### src/acref_pkg.sv
package acref_pkg;
   // -------------------------------------------------------------
   // register offsets
   // -------------------------------------------------------------
   localparam logic [7:0] OFS_MASKED   = 8'h00;
   localparam logic [7:0] OFS_RAW      = 8'h04;
   localparam logic [7:0] OFS_ENABLE   = 8'h08;
   localparam logic [7:0] OFS_REFCTL   = 8'h10;
   localparam logic [7:0] OFS_STATUS   = 8'h20;
   localparam logic [7:0] OFS_CMPCTL   = 8'h24;
   localparam logic [31:0] BASE_ADDR   = 32'h4003C000;
   // -------------------------------------------------------------
   // field positions and reset values
   // -------------------------------------------------------------
   localparam int          IRQ_BIT     = 0;
   localparam int          LADDER_PWR  = 9;
   localparam int          LADDER_RNG  = 8;
   localparam int          COMPARATOR_OUTPUT_VALUE_BIT    = 1;
   localparam logic [31:0] RST_WORD    = 32'h00000000;
   localparam logic [1:0]  SRC_INTREF  = 2'h2;
   localparam logic [1:0]  SENSE_LEVEL = 2'h0;
   localparam logic [1:0]  SENSE_FALL  = 2'h1;
   localparam logic [1:0]  SENSE_RISE  = 2'h2;
   localparam logic [1:0]  SENSE_BOTH  = 2'h3;
   localparam logic [5:0]  RATIO_OFS32 = 6'h08;
   localparam logic [5:0]  DEN_RNG0    = 6'h20;
   localparam logic [5:0]  DEN_RNG1    = 6'h18;

   // -------------------------------------------------------------
   // analog control carrier
   // -------------------------------------------------------------
   typedef struct packed {
      logic       ladder_power;
      logic       ladder_range_select;
      logic [3:0] ladder_tap;
      logic [1:0] positive_input_source;
   } acref_analog_t;

   typedef struct packed {
      logic [5:0] num;
      logic [5:0] den;
   } acref_ratio_t;
endpackage

### src/acref_regs.sv
`timescale 1ns/1ns
module acref_regs (
   // clock and reset
   input  wire logic                   ref_clk_i,
   input  wire logic                   reset_i,
   input  wire logic                   clk_en_i,
   // apb slave
   input  wire logic                   psel_i,
   input  wire logic                   penable_i,
   input  wire logic                   pwrite_i,
   input  wire logic [31:0]            paddr_i,
   input  wire logic [31:0]            pwdata_i,
   output logic      [31:0]            prdata_o,
   output logic                        pready_o,
   output logic                        pslverr_o,
   // comparator
   input  wire logic                   comparator_out_i,
   output acref_pkg::acref_analog_t    analog_o,
   output acref_pkg::acref_ratio_t     ref_ratio_o,
   output logic                        irq_o
);
   // ----------------------------------------------------------------
   // state
   // ----------------------------------------------------------------
   logic        comparator_output_value;
   logic        prev_value;
   logic        comparator_irq_bit;
   logic        irq_enable;
   logic        ladder_power;
   logic        ladder_range_select;
   logic [3:0]  ladder_tap;
   logic [1:0]  positive_input_source;
   logic [1:0]  interrupt_sense_select;
   logic        interrupt_level_value;
   logic        adc_trigger_enable;
   logic        trigger_level_value;
   logic [1:0]  trigger_sense_select;
   logic        event_hit;
   logic [2:0]  sync_fill;
   logic        access;
   logic        wr;
   logic        hit;
   logic [7:0]  ofs;
   logic [31:0] next_rdata;

   assign access = psel_i && penable_i && !pready_o;
   // write lands on the edge where the master sees pready
   assign wr     = psel_i && penable_i && pready_o && pwrite_i;
   assign ofs    = paddr_i[7:0];
   assign hit    = (paddr_i[31:8] == acref_pkg::BASE_ADDR[31:8]) && (ofs[1:0] == 2'h0);

   // ----------------------------------------------------------------
   // synchroniser
   // ----------------------------------------------------------------
   acref_sync u_sync (
      .ref_clk_i (ref_clk_i),
      .reset_i   (reset_i),
      .clk_en_i  (clk_en_i),
      .async_i   (comparator_out_i),
      .sync_o    (comparator_output_value)
   );

   // holds events off until the pipe carries real samples
   always_ff @(posedge ref_clk_i) begin
      if (reset_i) begin
         sync_fill <= 3'h0;
      end else if (clk_en_i) begin
         sync_fill <= {sync_fill[1:0], 1'b1};
      end
   end

   // ----------------------------------------------------------------
   // interrupt condition
   // ----------------------------------------------------------------
   always_comb begin
      event_hit = 1'b0;
      if (sync_fill[2]) begin
         case (interrupt_sense_select)
            acref_pkg::SENSE_LEVEL: event_hit = comparator_output_value == interrupt_level_value;
            acref_pkg::SENSE_FALL:  event_hit = prev_value && !comparator_output_value;
            acref_pkg::SENSE_RISE:  event_hit = !prev_value && comparator_output_value;
            acref_pkg::SENSE_BOTH:  event_hit = prev_value != comparator_output_value;
            default:                event_hit = 1'b0;
         endcase
      end
   end

   always_ff @(posedge ref_clk_i) begin
      if (reset_i) begin
         prev_value <= 1'b0;
      end else if (clk_en_i) begin
         prev_value <= comparator_output_value;
      end
   end

   always_ff @(posedge ref_clk_i) begin
      if (reset_i) begin
         comparator_irq_bit <= 1'b0;
      end else if (clk_en_i) begin
         if (event_hit) begin
            comparator_irq_bit <= 1'b1;
         end else if (wr && hit && ofs == acref_pkg::OFS_MASKED
                      && pwdata_i[acref_pkg::IRQ_BIT]) begin
            comparator_irq_bit <= 1'b0;
         end
      end
   end

   always_ff @(posedge ref_clk_i) begin
      if (reset_i) begin
         irq_o <= 1'b0;
      end else if (clk_en_i) begin
         irq_o <= comparator_irq_bit && irq_enable;
      end
   end

   // ----------------------------------------------------------------
   // writable registers
   // ----------------------------------------------------------------
   always_ff @(posedge ref_clk_i) begin
      if (reset_i) begin
         irq_enable             <= 1'b0;
         ladder_power           <= 1'b0;
         ladder_range_select    <= 1'b0;
         ladder_tap             <= 4'h0;
         positive_input_source  <= 2'h0;
         interrupt_sense_select <= 2'h0;
         interrupt_level_value  <= 1'b0;
         adc_trigger_enable     <= 1'b0;
         trigger_level_value    <= 1'b0;
         trigger_sense_select   <= 2'h0;
      end else if (clk_en_i && wr && hit) begin
         case (ofs)
            acref_pkg::OFS_ENABLE: begin
               irq_enable <= pwdata_i[acref_pkg::IRQ_BIT];
            end
            acref_pkg::OFS_REFCTL: begin
               ladder_power        <= pwdata_i[acref_pkg::LADDER_PWR];
               ladder_range_select <= pwdata_i[acref_pkg::LADDER_RNG];
               ladder_tap          <= pwdata_i[3:0];
            end
            acref_pkg::OFS_CMPCTL: begin
               adc_trigger_enable     <= pwdata_i[11];
               positive_input_source  <= pwdata_i[10:9];
               trigger_level_value    <= pwdata_i[7];
               trigger_sense_select   <= pwdata_i[6:5];
               interrupt_level_value  <= pwdata_i[4];
               interrupt_sense_select <= pwdata_i[3:2];
            end
            default: begin
            end
         endcase
      end
   end

   // ----------------------------------------------------------------
   // analog outputs and reference ratio
   // ----------------------------------------------------------------
   always_ff @(posedge ref_clk_i) begin
      if (reset_i) begin
         analog_o    <= '0;
         ref_ratio_o <= '0;
      end else if (clk_en_i) begin
         analog_o.ladder_power          <= ladder_power;
         analog_o.ladder_range_select   <= ladder_range_select;
         analog_o.ladder_tap            <= ladder_tap;
         analog_o.positive_input_source <= positive_input_source;
         if (!ladder_power) begin
            ref_ratio_o.num <= 6'h00;
            ref_ratio_o.den <= acref_pkg::DEN_RNG0;
         end else if (!ladder_range_select) begin
            ref_ratio_o.num <= {2'h0, ladder_tap} + acref_pkg::RATIO_OFS32;
            ref_ratio_o.den <= acref_pkg::DEN_RNG0;
         end else begin
            ref_ratio_o.num <= {2'h0, ladder_tap};
            ref_ratio_o.den <= acref_pkg::DEN_RNG1;
         end
      end
   end

   // ----------------------------------------------------------------
   // apb read and handshake
   // ----------------------------------------------------------------
   always_comb begin
      next_rdata = acref_pkg::RST_WORD;
      if (hit) begin
         case (ofs)
            acref_pkg::OFS_MASKED: next_rdata[0] = comparator_irq_bit && irq_enable;
            acref_pkg::OFS_RAW:    next_rdata[0] = comparator_irq_bit;
            acref_pkg::OFS_ENABLE: next_rdata[0] = irq_enable;
            acref_pkg::OFS_REFCTL: next_rdata = {22'h0, ladder_power, ladder_range_select,
                                                 4'h0, ladder_tap};
            acref_pkg::OFS_STATUS: next_rdata[1] = comparator_output_value;
            acref_pkg::OFS_CMPCTL: next_rdata = {20'h0, adc_trigger_enable,
                                                 positive_input_source, 1'b0,
                                                 trigger_level_value, trigger_sense_select,
                                                 interrupt_level_value,
                                                 interrupt_sense_select, 2'h0};
            default:               next_rdata = acref_pkg::RST_WORD;
         endcase
      end
   end

   always_ff @(posedge ref_clk_i) begin
      if (reset_i) begin
         pready_o  <= 1'b0;
         prdata_o  <= 32'h00000000;
         pslverr_o <= 1'b0;
      end else if (clk_en_i) begin
         pready_o  <= access;
         pslverr_o <= 1'b0;
         if (access && !pwrite_i) begin
            prdata_o <= next_rdata;
         end
      end
   end

   // ----------------------------------------------------------------
   // assertions
   // ----------------------------------------------------------------
   a_raw_set_event: assert property (@(posedge ref_clk_i) disable iff (reset_i)
      clk_en_i && event_hit |=> comparator_irq_bit)
      else $error("raw status not set after event");
   a_irq_gate_enable: assert property (@(posedge ref_clk_i) disable iff (reset_i)
      irq_o |-> $past(irq_enable))
      else $error("irq raised while disabled");
   a_w1c_clears_bit: assert property (@(posedge ref_clk_i) disable iff (reset_i)
      clk_en_i && wr && hit && ofs == 8'h00 && pwdata_i[0] && !event_hit
      |=> !comparator_irq_bit)
      else $error("write one did not clear");
   a_ladder_off_ground: assert property (@(posedge ref_clk_i) disable iff (reset_i)
      clk_en_i && !ladder_power |=> ref_ratio_o.num == 6'h00)
      else $error("reference not ground while unpowered");
   a_range0_ratio: assert property (@(posedge ref_clk_i) disable iff (reset_i)
      clk_en_i && ladder_power && !ladder_range_select
      |=> ref_ratio_o.num == $past(ladder_tap) + 6'h08 && ref_ratio_o.den == 6'h20)
      else $error("range zero ratio wrong");
   a_range1_ratio: assert property (@(posedge ref_clk_i) disable iff (reset_i)
      clk_en_i && ladder_power && ladder_range_select
      |=> ref_ratio_o.num == $past(ladder_tap) && ref_ratio_o.den == 6'h18)
      else $error("range one ratio wrong");
   a_pready_follows: assert property (@(posedge ref_clk_i) disable iff (reset_i)
      clk_en_i && access |=> pready_o ##1 !pready_o)
      else $error("apb answer timing wrong");
   a_reserved_zero: assert property (@(posedge ref_clk_i) disable iff (reset_i)
      pready_o && !pwrite_i && paddr_i[7:0] == 8'h10 |-> prdata_o[31:10] == 22'h0)
      else $error("reserved bits not zero");
   a_status_value: assert property (@(posedge ref_clk_i) disable iff (reset_i)
      clk_en_i && access && !pwrite_i && hit && ofs == 8'h20
      |=> prdata_o[1] == $past(comparator_output_value))
      else $error("status bit wrong");
   a_power_write: assert property (@(posedge ref_clk_i) disable iff (reset_i)
      clk_en_i && wr && hit && ofs == 8'h10 |=> ladder_power == $past(pwdata_i[9]))
      else $error("ladder power not written");
   c_irq_raised: cover property (@(posedge ref_clk_i) disable iff (reset_i) irq_o);
   c_irq_cleared: cover property (@(posedge ref_clk_i) disable iff (reset_i)
      comparator_irq_bit ##1 !comparator_irq_bit);
   c_range1_on: cover property (@(posedge ref_clk_i) disable iff (reset_i)
      ladder_power && ladder_range_select);
   c_set_and_clear: cover property (@(posedge ref_clk_i) disable iff (reset_i)
      event_hit && wr && ofs == 8'h00);
   a_enable_write: assert property (@(posedge ref_clk_i) disable iff (reset_i)
      clk_en_i && wr && hit && ofs == 8'h08 |=> irq_enable == $past(pwdata_i[0]))
      else $error("interrupt enable not written");
   a_ladder_fields: assert property (@(posedge ref_clk_i) disable iff (reset_i)
      clk_en_i && wr && hit && ofs == 8'h10
      |=> ladder_range_select == $past(pwdata_i[8]) && ladder_tap == $past(pwdata_i[3:0]))
      else $error("ladder range or tap not written");
   a_source_write: assert property (@(posedge ref_clk_i) disable iff (reset_i)
      clk_en_i && wr && hit && ofs == 8'h24 |=> positive_input_source == $past(pwdata_i[10:9]))
      else $error("input source not written");
   a_level_sense: assert property (@(posedge ref_clk_i) disable iff (reset_i)
      clk_en_i && sync_fill[2] && interrupt_sense_select == 2'h0
      && comparator_output_value == interrupt_level_value |=> comparator_irq_bit)
      else $error("level sense did not set raw status");
   a_raw_read_only: assert property (@(posedge ref_clk_i) disable iff (reset_i)
      clk_en_i && wr && hit && ofs == 8'h04 && !event_hit
      |=> comparator_irq_bit == $past(comparator_irq_bit))
      else $error("raw status changed by a write");
   a_power_reset_off: assert property (@(posedge ref_clk_i)
      reset_i |=> !ladder_power && !analog_o.ladder_power)
      else $error("ladder powered after reset");
   c_clock_frozen: cover property (@(posedge ref_clk_i) disable iff (reset_i)
      !clk_en_i ##1 !clk_en_i);
endmodule

### src/acref_sync.sv
`timescale 1ns/1ns
module acref_sync (
   // clock and reset
   input  wire logic ref_clk_i,
   input  wire logic reset_i,
   input  wire logic clk_en_i,
   // data
   input  wire logic async_i,
   output logic      sync_o
);
   logic meta;

   always_ff @(posedge ref_clk_i) begin
      if (reset_i) begin
         meta   <= 1'b0;
         sync_o <= 1'b0;
      end else if (clk_en_i) begin
         meta   <= async_i;
         sync_o <= meta;
      end
   end
endmodule
### config.mk
export PLATFORM = sky130hd
export DESIGN_NAME = acref_regs
export DESIGN_NICKNAME = d
export VERILOG_FILES = /design/src/acref_pkg.sv /design/src/acref_regs.sv /design/src/acref_sync.sv
export SDC_FILE = /design/constraint.sdc
export NUM_CORES = 1
export LEC_CHECK = 0
export BUFFER_PORTS_ARGS = -buffer_cell sky130_fd_sc_hd__buf_2
export CAP_MARGIN = 20
export CORE_MARGIN = 2
export CORE_UTILIZATION = 41
export DETAILED_ROUTE_END_ITERATION = 8
export GPL_TIMING_DRIVEN = 0
export PLACE_DENSITY = 0.75
export SLEW_MARGIN = 25
export SYNTH_ARGS = -nofsm -noshare
export SYNTH_HDL_FRONTEND = slang
export SYNTH_HIERARCHICAL = 1
export SYNTH_SLANG_ARGS = --single-unit
### constraint.sdc
create_clock -name ref_clk_i -period 1.85 [get_ports ref_clk_i]
set_input_delay 0.0925 -clock ref_clk_i [delete_from_list [all_inputs] [get_ports ref_clk_i]]
set_output_delay 0.0925 -clock ref_clk_i [all_outputs]
set_load 0.005 [all_outputs]
==> metrics.cfg <==
[place]
port_buffers = 80
routabilityCongestion = 0.8638
pre_cts_ws_ns = -0.1394
dp_hpwl_mm = 5.057

[cts]
post_cts_buffers = 0
cts_resized = 0
cts.path.max_buffers = 2
htree_levels = 2
cts_sinks = 52
clock_latency_ns = 0.31
numCtsBuffers = 5
cts_tree = done
clk_pin_slew_worst_paths_ns = 0.10
cts_root_buf = clkbuf_8
holdBufCountCts = 0

[setup_path]
cp_max_fo = 7
start_kind = input port
worst-setup-path-type = input port to flip-flop
max_stage_delay_ns = 0.55
worstPathCellList = buf_2, or4_4, buf_6, or4b_4, o41ai_2, a21oi_1
arrival_ns = 1.84
crit_slowest_cell = or4b_4
endpoint_kind = flip-flop
cp.buffers_inverters = 2
cp.required_ns = 2.03
crit_family = simple AND/OR/NAND/NOR gates

[sta]
worst_slew_pin_slew_ns = 0.7409
slew_violations = 0
fmax_mhz = 602.7
rsz0062_at_grt = false
post-route-min-period_ns = 1.659
slew_headroom_pct = 50.61
finalWorstSetupSlack_ns = 0.1907
setup_viol = 0
fin_crit_sh_pct = 89.69
skew_ns = 0.007588
setup_tns_ns = 0
hold_viol = 0

[cells_and_area]
drive_above_1_share_pct = 31.46
finalNetCount = 483
syn_to_final_growth_pct = 26.11
most-common-layout-cells = 82 x buf_2, 52 x dfxtp_1, 37 x nand2b_1, 30 x mux2i_1, 27 x buf_4
diodes = 0
final_common_cell = buf_2

[yosys]
muxShareOfSynthArea_pct = 11.17
synth_ff_type = dfxtp_1
synth-seq-cells = 52
synth_top_family_by_area = simple AND/OR/NAND/NOR gates
yosys.area_share.simple_pct = 27.73
synth_compound_area_share_pct = 8.236
synth-seq-area-share_pct = 38.72
synth_cell_types = 44
synth_fa_ha_area_share_pct = 1.396
synth_edf_count = 0
syn_area_per_cell_um2 = 9.023
synth_xor_area_share_pct = 0.3257
async_reset_ff_share_pct = 0
netlist_area_um2 = 2689
synthCells = 298
ys_warn_count = 6

[routing]
final_antenna_net_count = 0
vias = 2375
routed_wl_mm = 6.498
drt_iter0_markers = 125
drc = 0
dr.pass1.iters = 4
viasPerCell = 4.877
avgRoutedWirePerCell_um = 13.34

[min_path]
hold_path_class = input port to flip-flop

[floorplanning]
die_x_um = 84.98
die_area_um2 = 7222
boundaryPins = 126
core_um2 = 6350
start_util_pct = 42.34
rows = 29
fp.dieH_um = 84.98

[global_route]
grtUsageTotal_pct = 17.97
antenna_found_initial = 0
grt_pass1_wl_mm = 10.39
gr-total-overflow = 0
first_global_vias = 2221
grt_max_degree = 18

[pwr]
ir_drop_v = 0.0006642
cellLeakagePower_uw = 0.001496
power.density_nw_per_um2 = 642.8
post-layout-total-power_uw = 2179

[outcome]
outcome = completed

[run]
cap_violations = 0

[where the power goes]
part           total, uW  internal, uW  switching (uW)
clock                814           411             403
combinational        232           124             108
sequential          1130          1130            6.30
[final timing paths]
path	start	end	slack [ns]	depth (start not counted)
max	paddr_i[1]	comparator_irq_bit	0.19	6
min reg2reg	prdata_o[5]	prdata_o[5]	0.46	2
max reg2reg	pready_o	prdata_o[2]	0.22	4
min	comparator_out_i	u_sync/meta	0.02	3
[layout make-up]
type	count	area, um^2
Buffer	46	304.0
Clock buffer	5	68.82
Clock inverter	3	46.29
Fill cell	613	2959
Inverter	7	26.28
Multi-Input combinational cell	217	1408
Sequential cell	52	1041
Tap cell	77	96.34
Timing Repair Buffer	80	400.4
[cells by family (layout without fill, tap and decap cells)]
family	after synthesis	after routing
buf+inv	53	141
compound gates	36	36
simple gates	122	122
other cells	1	25
xor+xnor	1	1
mux	30	30
fa+ha+maj	3	3
flops	52	52
[cells in the mapped netlist, types with 2 or more instances]
cell type	number	area share, %
ha_1	3	1.4
and4_1	3	0.98
o21ai_0	4	0.74
buf_4	27	7.5
nor4_4	2	1.6
nand4b_1	2	0.65
nand4_1	8	1.9
mux2i_1	30	11
nand3_1	9	1.7
a41oi_1	3	0.98
nor2b_1	3	0.70
nor4_1	5	1.2
nor2_1	24	3.4
nand2_1	12	1.7
nand2b_1	37	8.6
or2b_2	2	0.65
inv_1	7	0.98
buf_2	2	0.37
dfxtp_1	52	39
a21oi_1	22	4.1
clkbuf_1	14	2.0
clkbuf_8	2	1.0
nand3b_1	4	1.1
[flip-flops by register name, summed over array words and instances, names as in the netlist, 2 cells and up]
name                    cells
analog_o                    8
interrupt_sense_select      2
ladder_tap                  4
positive_input_source       2
prdata_o                   12
ref_ratio_o                 7
sync_fill                   3
trigger_sense_select        2
[metrics by stage]
step                utilization (%)  std cells  hold slack (ns)  area (um^2)
finish                        53.40        487          0.02166         3391
global route                  53.40        487          0.03101         3391
CTS                           53.40        487          0.02274         3391
detailed placement            51.59        479           0.3498         3276
floorplan                         -        322           0.1649         2779
global placement              51.59        479           0.3378         3276
[routing by layer]
layer	vias up	global-route usage, %	share of wire [%]
met5	-	0	0
met1	1082	22.01	44
li1	1199	-	-
met3	6	4.280	7.0
met4	0	5.628	1.1
met2	88	31.11	48
[tightest hold or removal path, cell delays in order]
cell	delay (ns)
buf_2	0.07
mux2i_1	0.05
nor2_1	0.08
(Power assumes the default switching activity.)
